## src/otcr_map.vh

```
`ifndef OTCR_MAP_VH
`define OTCR_MAP_VH

// Register offsets
`define OTCR_ADDR_INT_STATUS2     8'h42
`define OTCR_ADDR_DURATION        8'h79
`define OTCR_ADDR_LIMIT           8'h7A
`define OTCR_ADDR_PULSES          8'h7B
`define OTCR_ADDR_CONFIG          8'h7C
`define OTCR_ADDR_LOCK            8'h80
`define OTCR_ADDR_INT_MASK2       8'h81

// Reset values
`define OTCR_RST_DURATION         8'h00
`define OTCR_RST_LIMIT            8'h00
`define OTCR_RST_PULSES           8'h55
`define OTCR_RST_CONFIG           8'h01
`define OTCR_RST_INT_MASK2        8'h00
`define OTCR_RST_BYTE             8'h00

// Field positions
`define OTCR_INT_TIMER_BIT        5
`define OTCR_LOCK_BIT             0
`define OTCR_CFG_TWOS_BIT         0
`define OTCR_CFG_OFFSET_BIT       1
`define OTCR_CFG_AUX_DIR_BIT      2
`define OTCR_CFG_AUX_POL_BIT      3
`define OTCR_CFG_CODE_IO_BIT      4
`define OTCR_CFG_REMOTE_A_BIT     5
`define OTCR_CFG_LOCAL_BIT        6
`define OTCR_CFG_REMOTE_B_BIT     7

// Disabled limit codes per format
`define OTCR_LIMIT_OFF_OFFSET64   8'h00
`define OTCR_LIMIT_OFF_TWOS       8'h80

// Timing
`define OTCR_CLK_PERIOD_NS        20
`define OTCR_TICK_NS              22760000
`define OTCR_TICK_CYCLES          (`OTCR_TICK_NS / `OTCR_CLK_PERIOD_NS)
`define OTCR_MIN_REPORT_NS        45520000
`define OTCR_MIN_REPORT_TICKS     (`OTCR_MIN_REPORT_NS / `OTCR_TICK_NS)

`endif

```

## src/otcr_regs.v

```verilog
// Behaviour
// RQ1 - Status bits 7:1 read zero until assertion lasts over 45.52 ms.
// RQ2 - Status bit 0 sets on pin assertion, clears when software reads it.
// RQ3 - Past 45.52 ms status reads eight-bit count, 22.76 ms per step.
// RQ4 - Duration beyond eight-bit limit sets timer flag, interrupt status bit 5.
// RQ5 - Limit zero raises timer flag immediately on pin assertion.
// RQ6 - Four two-bit fields select one to four speed_pulse_input pulses; default two.
// RQ7 - Format bit: one two's complement, zero offset-64; applies immediately.
// RQ8 - Offset bit: zero half-degree steps, one one-degree steps.
// RQ9 - Aux pin direction bit: zero input, one output.
// RQ10 - Aux pin polarity bit: zero active low, one active high.
// RQ11 - Pin function bit: zero voltage-ID inputs, one general-purpose I/O.
// RQ12 - Three channel enables drive the overtemp pin; all zero means input only.
// RQ13 - Limit of -64 (offset-64) or -128 (two's complement) disables channel.
// RQ14 - Configuration register resets to 0x01.
// RQ15 - Once lock is set, configuration register writes are ignored.
// RQ16 - Duration count saturates instead of wrapping.
// RQ17 - Overtemp pin input is synchronised before timing.
`timescale 1ns/1ps
`default_nettype none
`include "otcr_map.vh"

module otcr_regs #(
	parameter TICK_CYCLES = `OTCR_TICK_CYCLES,
	parameter PRESC_W     = 21
) (
	// Clock and reset
	input  wire        clk,
	input  wire        rst,
	// Register port
	input  wire [7:0]  addr,
	input  wire [7:0]  wdata,
	input  wire        wr_en,
	input  wire        rd_en,
	output reg  [7:0]  rdata,
	// Interrupt
	output wire        irq,
	// Overtemp pin, low when asserted
	input  wire        overtemp_pin_in,
	output wire        overtemp_pin_out,
	output wire        overtemp_pin_oe,
	// Channel temperatures and overtemp limits
	input  wire [7:0]  remote_a_temp,
	input  wire [7:0]  local_temp,
	input  wire [7:0]  remote_b_temp,
	input  wire [7:0]  remote_a_limit,
	input  wire [7:0]  local_limit,
	input  wire [7:0]  remote_b_limit,
	// Offset code to scale
	input  wire [7:0]  temp_offset_code,
	output reg  [8:0]  temp_offset_half,
	// Aux I/O pin
	input  wire        aux_io_enable,
	input  wire        aux_io_value,
	input  wire        aux_io_in,
	output wire        aux_io_out,
	output wire        aux_io_oe,
	output wire        aux_io_level,
	// Shared voltage-ID or I/O pins
	input  wire [4:0]  shared_pin_in,
	output reg  [4:0]  cpu_voltage_id,
	output reg  [4:0]  shared_io_in,
	// Configuration outputs
	output wire        twos_complement_sel,
	output wire        offset_range_coarse,
	output wire        cpu_code_or_io_sel,
	output wire [2:0]  first_fan_pulse_count,
	output wire [2:0]  second_fan_pulse_count,
	output wire [2:0]  third_fan_pulse_count,
	output wire [2:0]  fourth_fan_pulse_count
);

	// Register storage
	reg  [7:0]         assert_duration_limit_ff;
	reg  [7:0]         pulses_ff;
	reg  [7:0]         config_ff;
	reg                lock_ff;
	reg                overtemp_timer_int_flag_ff;
	reg                int_mask_ff;

	// Timer state
	reg  [1:0]         pin_sync_ff;
	reg                asserted_ff;
	reg  [PRESC_W-1:0] presc_ff;
	reg  [7:0]         assert_duration_count_ff;
	reg                assert_flag_lsb_ff;
	reg                exceed_ff;

	// Aux and shared pin synchronisers
	reg  [1:0]         aux_sync_ff;
	reg  [4:0]         shared_meta_ff;
	reg  [4:0]         shared_sync_ff;

	// Drive state
	reg                drive_low_ff;

	wire               asserted;
	wire               assert_rise;
	wire               tick;
	wire               rd_duration;
	wire               wr_config;
	wire [7:0]         duration_view;
	wire               exceed_now;
	wire               timer_event;
	wire               remote_a_hot;
	wire               local_hot;
	wire               remote_b_hot;

	localparam integer       PRESC_LAST_I = TICK_CYCLES - 1;
	localparam integer       MIN_TICKS_I  = `OTCR_MIN_REPORT_TICKS;
	localparam [PRESC_W-1:0] PRESC_LAST   = PRESC_LAST_I[PRESC_W-1:0];
	localparam [7:0]         MIN_TICKS    = MIN_TICKS_I[7:0];

	// Over-limit test in the selected format
	function hot_check;
		input [7:0] temp;
		input [7:0] limit;
		input       twos;
		input       en;
		begin
			// RQ13 disabled limit codes
			if (!en) begin
				hot_check = 1'b0;
			end else if (twos && limit == `OTCR_LIMIT_OFF_TWOS) begin
				hot_check = 1'b0;
			end else if (!twos && limit == `OTCR_LIMIT_OFF_OFFSET64) begin
				hot_check = 1'b0;
			end else if (twos) begin
				// RQ7 signed compare
				hot_check = ($signed(temp) > $signed(limit));
			end else begin
				hot_check = (temp > limit);
			end
		end
	endfunction

	assign rd_duration = rd_en && (addr == `OTCR_ADDR_DURATION);
	// RQ15 lock blocks config writes
	assign wr_config   = wr_en && (addr == `OTCR_ADDR_CONFIG) && !lock_ff;

	// RQ17 two-flop synchroniser
	always @(posedge clk or posedge rst) begin
		if (rst) begin
			pin_sync_ff <= 2'b11;
		end else begin
			pin_sync_ff <= {pin_sync_ff[0], overtemp_pin_in};
		end
	end

	assign asserted    = !pin_sync_ff[1];
	assign assert_rise = asserted && !asserted_ff;
	assign tick        = asserted && (presc_ff == PRESC_LAST);

	always @(posedge clk or posedge rst) begin
		if (rst) begin
			asserted_ff <= 1'b0;
		end else begin
			asserted_ff <= asserted;
		end
	end

	// Step prescaler, restarted by each assertion
	always @(posedge clk or posedge rst) begin
		if (rst) begin
			presc_ff <= {PRESC_W{1'b0}};
		end else if (!asserted || assert_rise) begin
			presc_ff <= {PRESC_W{1'b0}};
		end else if (tick) begin
			presc_ff <= {PRESC_W{1'b0}};
		end else begin
			presc_ff <= presc_ff + {{(PRESC_W-1){1'b0}}, 1'b1};
		end
	end

	// Duration count, cleared by a read while released
	always @(posedge clk or posedge rst) begin
		if (rst) begin
			assert_duration_count_ff <= `OTCR_RST_DURATION;
		end else if (rd_duration && !asserted) begin
			assert_duration_count_ff <= `OTCR_RST_DURATION;
		// RQ16 saturating step count
		end else if (tick && assert_duration_count_ff != 8'hFF) begin
			assert_duration_count_ff <= assert_duration_count_ff + 8'h01;
		end
	end

	// RQ2 set on assertion, set wins over read
	always @(posedge clk or posedge rst) begin
		if (rst) begin
			assert_flag_lsb_ff <= 1'b0;
		end else if (assert_rise) begin
			assert_flag_lsb_ff <= 1'b1;
		end else if (rd_duration) begin
			assert_flag_lsb_ff <= 1'b0;
		end
	end

	// RQ1 upper bits hidden below 45.52 ms
	// RQ3 full count once past it
	assign duration_view = (assert_duration_count_ff >= MIN_TICKS) ?
		assert_duration_count_ff : {7'h00, assert_flag_lsb_ff};

	// RQ4 duration beyond limit
	assign exceed_now = asserted &&
		(assert_duration_count_ff > assert_duration_limit_ff);

	always @(posedge clk or posedge rst) begin
		if (rst) begin
			exceed_ff <= 1'b0;
		end else begin
			exceed_ff <= exceed_now;
		end
	end

	// RQ5 zero limit fires on assertion
	// RQ4 fires once as the limit is passed
	assign timer_event =
		(assert_rise && assert_duration_limit_ff == 8'h00) ||
		(exceed_now && !exceed_ff);

	// Sticky flag, write one clears, set wins
	always @(posedge clk or posedge rst) begin
		if (rst) begin
			overtemp_timer_int_flag_ff <= 1'b0;
		end else if (timer_event) begin
			overtemp_timer_int_flag_ff <= 1'b1;
		end else if (wr_en && addr == `OTCR_ADDR_INT_STATUS2 &&
				wdata[`OTCR_INT_TIMER_BIT]) begin
			overtemp_timer_int_flag_ff <= 1'b0;
		end
	end

	assign irq = overtemp_timer_int_flag_ff && int_mask_ff;

	// Writable registers
	always @(posedge clk or posedge rst) begin
		if (rst) begin
			assert_duration_limit_ff <= `OTCR_RST_LIMIT;
			pulses_ff                <= `OTCR_RST_PULSES;
			int_mask_ff              <= 1'b0;
		end else if (wr_en) begin
			case (addr)
				`OTCR_ADDR_LIMIT: begin
					assert_duration_limit_ff <= wdata;
				end
				`OTCR_ADDR_PULSES: begin
					pulses_ff <= wdata;
				end
				`OTCR_ADDR_INT_MASK2: begin
					int_mask_ff <= wdata[`OTCR_INT_TIMER_BIT];
				end
				default: begin
					pulses_ff <= pulses_ff;
				end
			endcase
		end
	end

	// RQ14 configuration reset value
	always @(posedge clk or posedge rst) begin
		if (rst) begin
			config_ff <= `OTCR_RST_CONFIG;
		end else if (wr_config) begin
			config_ff <= wdata;
		end
	end

	// RQ15 lock sets once, reset clears
	always @(posedge clk or posedge rst) begin
		if (rst) begin
			lock_ff <= 1'b0;
		end else if (wr_en && addr == `OTCR_ADDR_LOCK && wdata[`OTCR_LOCK_BIT]) begin
			lock_ff <= 1'b1;
		end
	end

	// Read data, one cycle after the strobe
	always @(posedge clk or posedge rst) begin
		if (rst) begin
			rdata <= `OTCR_RST_BYTE;
		end else if (rd_en) begin
			case (addr)
				`OTCR_ADDR_INT_STATUS2: begin
					rdata <= {2'b00, overtemp_timer_int_flag_ff, 5'h00};
				end
				`OTCR_ADDR_DURATION: begin
					rdata <= duration_view;
				end
				`OTCR_ADDR_LIMIT: begin
					rdata <= assert_duration_limit_ff;
				end
				`OTCR_ADDR_PULSES: begin
					rdata <= pulses_ff;
				end
				`OTCR_ADDR_CONFIG: begin
					rdata <= config_ff;
				end
				`OTCR_ADDR_LOCK: begin
					rdata <= {7'h00, lock_ff};
				end
				`OTCR_ADDR_INT_MASK2: begin
					rdata <= {2'b00, int_mask_ff, 5'h00};
				end
				default: begin
					rdata <= `OTCR_RST_BYTE;
				end
			endcase
		end else begin
			rdata <= `OTCR_RST_BYTE;
		end
	end

	// RQ12 per-channel output enables
	assign remote_a_hot = hot_check(remote_a_temp, remote_a_limit,
		config_ff[`OTCR_CFG_TWOS_BIT], config_ff[`OTCR_CFG_REMOTE_A_BIT]);
	assign local_hot    = hot_check(local_temp, local_limit,
		config_ff[`OTCR_CFG_TWOS_BIT], config_ff[`OTCR_CFG_LOCAL_BIT]);
	assign remote_b_hot = hot_check(remote_b_temp, remote_b_limit,
		config_ff[`OTCR_CFG_TWOS_BIT], config_ff[`OTCR_CFG_REMOTE_B_BIT]);

	always @(posedge clk or posedge rst) begin
		if (rst) begin
			drive_low_ff <= 1'b0;
		end else begin
			drive_low_ff <= remote_a_hot || local_hot || remote_b_hot;
		end
	end

	// Open drain: only ever pulls low
	assign overtemp_pin_out = 1'b0;
	assign overtemp_pin_oe  = drive_low_ff;

	// RQ7 format select
	assign twos_complement_sel = config_ff[`OTCR_CFG_TWOS_BIT];
	assign offset_range_coarse = config_ff[`OTCR_CFG_OFFSET_BIT];

	// RQ8 offset in half-degree units
	always @(posedge clk or posedge rst) begin
		if (rst) begin
			temp_offset_half <= 9'h000;
		end else if (offset_range_coarse) begin
			temp_offset_half <= {temp_offset_code, 1'b0};
		end else begin
			temp_offset_half <= {temp_offset_code[7], temp_offset_code};
		end
	end

	// RQ9 aux direction
	assign aux_io_oe  = aux_io_enable && config_ff[`OTCR_CFG_AUX_DIR_BIT];
	// RQ10 aux polarity
	assign aux_io_out = config_ff[`OTCR_CFG_AUX_POL_BIT] ? aux_io_value : !aux_io_value;

	always @(posedge clk or posedge rst) begin
		if (rst) begin
			aux_sync_ff <= 2'b00;
		end else begin
			aux_sync_ff <= {aux_sync_ff[0], aux_io_in};
		end
	end

	assign aux_io_level = aux_sync_ff[1];

	// RQ11 shared pin function
	assign cpu_code_or_io_sel = config_ff[`OTCR_CFG_CODE_IO_BIT];

	always @(posedge clk or posedge rst) begin
		if (rst) begin
			shared_meta_ff <= 5'h00;
			shared_sync_ff <= 5'h00;
		end else begin
			shared_meta_ff <= shared_pin_in;
			shared_sync_ff <= shared_meta_ff;
		end
	end

	always @(posedge clk or posedge rst) begin
		if (rst) begin
			cpu_voltage_id <= 5'h00;
			shared_io_in   <= 5'h00;
		end else if (cpu_code_or_io_sel) begin
			cpu_voltage_id <= 5'h00;
			shared_io_in   <= shared_sync_ff;
		end else begin
			cpu_voltage_id <= shared_sync_ff;
			shared_io_in   <= 5'h00;
		end
	end

	// RQ6 pulses counted per fan
	assign first_fan_pulse_count  = {1'b0, pulses_ff[1:0]} + 3'h1;
	assign second_fan_pulse_count = {1'b0, pulses_ff[3:2]} + 3'h1;
	assign third_fan_pulse_count  = {1'b0, pulses_ff[5:4]} + 3'h1;
	assign fourth_fan_pulse_count = {1'b0, pulses_ff[7:6]} + 3'h1;

endmodule // otcr_regs
`default_nettype wire

```

## config.mk

```make
export PLATFORM = sky130hd
export DESIGN_NAME = otcr_regs
export DESIGN_NICKNAME = d
export VERILOG_FILES = /design/src/otcr_regs.v
export VERILOG_INCLUDE_DIRS = /design/src
export SDC_FILE = /design/constraint.sdc
export NUM_CORES = 1
export LEC_CHECK = 0
export BUFFER_PORTS_ARGS = -buffer_cell sky130_fd_sc_hd__clkbuf_2
export CAP_MARGIN = 20
export CORE_MARGIN = 5
export CORE_UTILIZATION = 55
export CTS_CLUSTER_DIAMETER = 80
export CTS_CLUSTER_SIZE = 24
export DETAILED_ROUTE_END_ITERATION = 16
export PLACE_DENSITY = 0.84
export SLEW_MARGIN = 0
export SYNTH_ARGS = -nofsm -noshare
export SYNTH_HDL_FRONTEND = slang
export SYNTH_SLANG_ARGS = --single-unit
```

## constraint.sdc

```tcl
create_clock -name clk -period 6.1 [get_ports clk]
set_input_delay 1.525 -clock clk [delete_from_list [all_inputs] [get_ports clk]]
set_output_delay 1.525 -clock clk [all_outputs]
set_load 0.01 [all_outputs]
```

**Word-level counts from Yosys, hierarchy flattened**

Cells that the tools add are included.

- Register bits after elaboration: 101
- Latch bits: 0
- RAM bits: 0
- ROM bits: 0
- Output and inout bits: 48
- Logic and storage cells: 115
- Memories: 0

- Add/subtract/negate cells: 6
- Multipliers: 0
- Divide/modulo/power cells: 0
- Magnitude comparators: 8
- Eq/ne operators: 12
- Shift-type cells: 0
- Mux-type cells: 27
- Bitwise gates (word level): 0
- Reductions and logical operators: 42

Operators with widths:

| kind | number |
|---|---|
| $gt A8 B8 Y1 | 7 |
| $pmux W8 S7 | 1 |
| $mux W21 | 2 |
| $eq A8 B7 Y1 const B | 5 |
| $eq A8 B8 Y1 const B | 5 |
| $mux W8 | 5 |
| $logic_not A8 Y1 | 4 |
| $logic_and A1 B1 Y1 | 22 |
| $add A21 B1 Y21 const B | 1 |
| $eq A21 B21 Y1 const B | 1 |
| $mux W1 | 17 |
| $add A2 B1 Y3 const B | 4 |
| $mux W5 | 2 |
| $add A8 B1 Y8 const B | 1 |
| $ge A8 B2 Y1 const B | 1 |
| $ne A8 B8 Y1 const B | 1 |
| $logic_not A1 Y1 | 6 |
| $reduce_and A2 Y1 | 3 |
| $reduce_bool A2 Y1 | 3 |
| $logic_or A1 B1 Y1 | 4 |

**Longest topological paths before layout**

- Depth in word-level cells: 7
- Gate-level depth with buffers: 8
- Depth with buffers taken out: 8

**Least setup slack after synthesis**

OpenSTA, ideal clock, no wires.

- Path type: input-to-output
- Start: in aux_io_value
- End: out aux_io_out
- Arrival: 1746 ps
- Path slack: 2829 ps
- Stages: 1
- Path through: xnor2_1

- Cells in the longest elaborated chain, start to end: 2

Ends and longest elaborated chain:

| what | RTL line | RTL |
|---|---|---|
| start: declaration | otcr_regs.v:54 | `input wire aux_io_value,` |
| $logic_not A1 Y1 | otcr_regs.v:351 | `` assign aux_io_out = config_ff[`OTCR_CFG_AUX_POL_BIT] ? aux_io_value : !aux_io_value; `` |
| $mux W1 (*) | otcr_regs.v:351 |  |
| end: declaration | otcr_regs.v:56 | `output wire aux_io_out,` |

Every way passes the cells marked *; elsewhere a longest branch is shown, timed or not.

**Worst setup path after layout**

Same ends and word-level chain as after synthesis.

==> impl_metrics.tcl <==
set metrics [dict create \
    port_buffers 131 \
    hp-class "reg2reg" \
    synth_nets 599 \
    r2r-end "assert_duration_count_ff[4]" \
    endpoint "aux_io_out" \
    globalplace.congestion 0.851 \
    ys_top_cells_by_area "dfrtp_1, ha_1, mux2_1" \
    cp-end-kind "primary output" \
    crit_path_frequent_cell "clkbuf_2" \
    htreeDepth 3 \
    dr.pass1.iters 4 \
    clkTransAtPathRegs_ns 0.11 \
    grt_max_degree 56 \
    coreArea_sq_um 9640 \
    cts.path.max_buffers 2 \
    postCtsHoldBufs 0 \
    fp.dieW_microns 109 \
    io_pins 133 \
    first_global_vias 4292 \
    postCtsSetupBuffers 0 \
    cp-startpoint "aux_io_value" \
    wire_per_inst_microns 16.6 \
    post-route-util_pct 65.6 \
    synth_top_cell_area_share_pct 44.0 \
    synth_edf_count 0 \
    grt_busiest_layer "met2" \
    clockRootBuffer "clkbuf_8" \
    final_antenna_net_count 0 \
    met2_usage_pct 39.4 \
    finalSetupViolCount 0 \
    final.min_clock_period_ns 3.41 \
    p_per_area_nw_per_um2 207 \
    fp.dieArea_sq_um 11800 \
    cts_inserted_buffers 9 \
    netlist_area_sq_um 5350 \
    yosys_warnings 0 \
    maxCapViolCount 0 \
    grt_first_pass_wirelength_mm 20.5 \
    post-route-period-util_pct 55.9 \
    final_cell_mix "clkbuf_2, dfrtp_1, inv_1" \
    drc_errors 0 \
    grt_use_met3_pct 5.13 \
    fill_cells 762 \
    ys_types 64 \
    finalHoldViolations 0 \
    wl_mm 12.4 \
    antennaDiodeCount 0 \
    vias 4134 \
    relSlewSlack_pct 56.9 \
    path_class "in2out" \
    syn_avg_cell_area_sq_um 11.3 \
    start_util_pct 55.5 \
    multi_input_area_sq_um 2590 \
    peakVddDrop_mv 0.152 \
    r2r_cells 7 \
    ys.flop_type "dfrtp_1" \
    worstPathMaxFanout 1 \
    worstMarginPinSlew_ns 0.646 \
    finalSetupTns_ns 0 \
    drv_slew 0 \
    avgViaCountPerCell 5.53 \
    cp_cell_sequence "clkbuf_2, xnor2_1, clkbuf_2" \
    fin_nets 734 \
    synth.largest_area_cell "dfrtp_1" \
    cp-start-kind "input port" \
    power_mw 1.31 \
    drt_iter0_drc 220 \
    global_route.usage.total_pct 22.2 \
    grtUsageMet1_pct 27.0 \
    dpl.hpwl_mm 9.66 \
    areaGrowthSynthToFinish_pct 18.3 \
    antenna_found_initial 0 \
    p_leak_nw 3.09 \
    synth_cells 475 \
    grt-ovfl-total 0 \
    fin_skew_ns 0.0131 \
    ctsResizeCount 0 \
    seq_area_sq_um 2540 \
    fmax_mhz 293 \
    dieHeight_microns 109 \
    slowest_stage "clkbuf_2" \
    cp.required_ns 4.58 \
    ys_ff_latch 101 \
    outcome "finished clean" \
    clock_latency_ns 0.38 \
    grt_setup_unrepaired "no" \
    fp-row-count 36 \
    cts_tree "done" \
    drive_above_1_share_pct 32.4 \
    rr_startpoint "presc_ff[0]" \
    cp_slowest_stage_delay_ns 0.15 \
    yosysSeqAreaShare_pct 47.4 \
    layout_commonest_cell "clkbuf_2" \
    rrSetupSlack_ns 4.06 \
    clkSinkCount 101 \
    async_reset_ff_share_pct 100 \
    cp_data_arrival_time_ns 1.88 \
]
==> flip-flops by register name, indices dropped and copies added (netlist names) <==
name,cells
overtemp_timer_int_flag_ff,1
shared_meta_ff,5
int_mask_ff,1
temp_offset_half,9
shared_io_in,5
config_ff,8
rdata,8
pin_sync_ff,2
assert_duration_limit_ff,8
lock_ff,1
pulses_ff,8
assert_flag_lsb_ff,1
presc_ff,21
asserted_ff,1
overtemp_pin_oe,1
aux_sync_ff,2
exceed_ff,1
cpu_voltage_id,5
shared_sync_ff,5
assert_duration_count_ff,8
==> cells by family after synthesis <==
| logic type | Yosys count | share of synthesized area (%) |
|---|---|---|
| adders and majority gates | 39 | 9.13 |
| buffers and inverters | 53 | 4.17 |
| muxes | 39 | 8.68 |
| other | 1 | 0.0702 |
| and+or+nand+nor | 149 | 16.5 |
| DFF | 101 | 47.4 |
| xor gates and xnor gates | 30 | 4.92 |
| AOI/OAI and AO/OA | 63 | 9.08 |
==> final cells by class <==
type	count	share of cell area, %
Multi-Input combinational cell	321	40.9
Sequential cell	101	40.1
Timing Repair Buffer	133	10.6
Inverter	44	2.65
Tap cell	133	2.63
Clock buffer	9	1.96
Clock inverter	7	1.15
==> routing by layer <==
layer  wire length, microns  vias up
li1                       -     1949
met1                   4990     2035
met2                   6440      129
met3                    785       21
met4                    206        0
met5                      0        -
==> critical path, delay by kind of cell <==
family,cells,cell delay (ns)
buffers and inverters,2,0.24
xor gates and xnor gates,1,0.12
==> worst min path at each step <==
| stage | to | startpoint | slack (ns) | depth (start not counted) |
|---|---|---|---|---|
| detailed placement | shared_sync_ff[0] | shared_meta_ff[0] | 0.34 | 0 |
| CTS | shared_sync_ff[0] | shared_meta_ff[0] | 0.36 | 0 |
| global route | shared_sync_ff[2] | shared_meta_ff[2] | 0.37 | 0 |
| floorplan | aux_sync_ff[1] | aux_sync_ff[0] | 0.33 | 0 |
| global placement | shared_sync_ff[4] | shared_meta_ff[4] | 0.33 | 0 |
| finish | shared_sync_ff[4] | shared_meta_ff[4] | 0.36 | 0 |
==> metrics by stage <==
step,instances,hold slack [ns],cell area [sq um],setup slack (ns)
floorplan,475,0.331,5350,1.94
global placement,732,0.332,6130,2.69
detailed placement,732,0.337,6130,2.70
CTS,748,0.363,6320,2.69
global route,748,0.375,6320,2.65
finish,748,0.360,6320,2.69
==> where the power goes <==
group | total (mW) | switching, mW | leakage, nW | internal, mW
logic | 0.171 | 0.0920 | 1.73 | 0.0790
registers | 0.715 | 0.0213 | 1.27 | 0.694
clock network | 0.424 | 0.263 | 0.0970 | 0.161
total | 1.31 | 0.376 | 3.09 | 0.934
==> cells in the mapped netlist (2+ instances only) <==
master,count
a21o_1,6
nor4b_2,2
buf_4,2
a221oi_1,2
o21ai_0,8
nand3_1,15
and4_1,2
nor4_1,7
xor2_1,19
mux2_1,18
a21oi_2,6
and3_1,10
nor3_1,4
o211ai_1,5
a21oi_1,10
dfrtp_1,94
ha_1,39
nand4_1,13
a32oi_1,2
a22oi_1,6
a211oi_1,3
dfstp_2,7
or3_1,2
nand2b_1,2
clkbuf_1,6
a31oi_1,2
mux2_4,7
mux2_2,13
nor2_1,38
xnor2_1,11
o2111ai_1,2
a32o_1,2
and2_1,8
nor2b_1,10
nand2_1,20
inv_1,44
(Power assumes the default switching activity.)
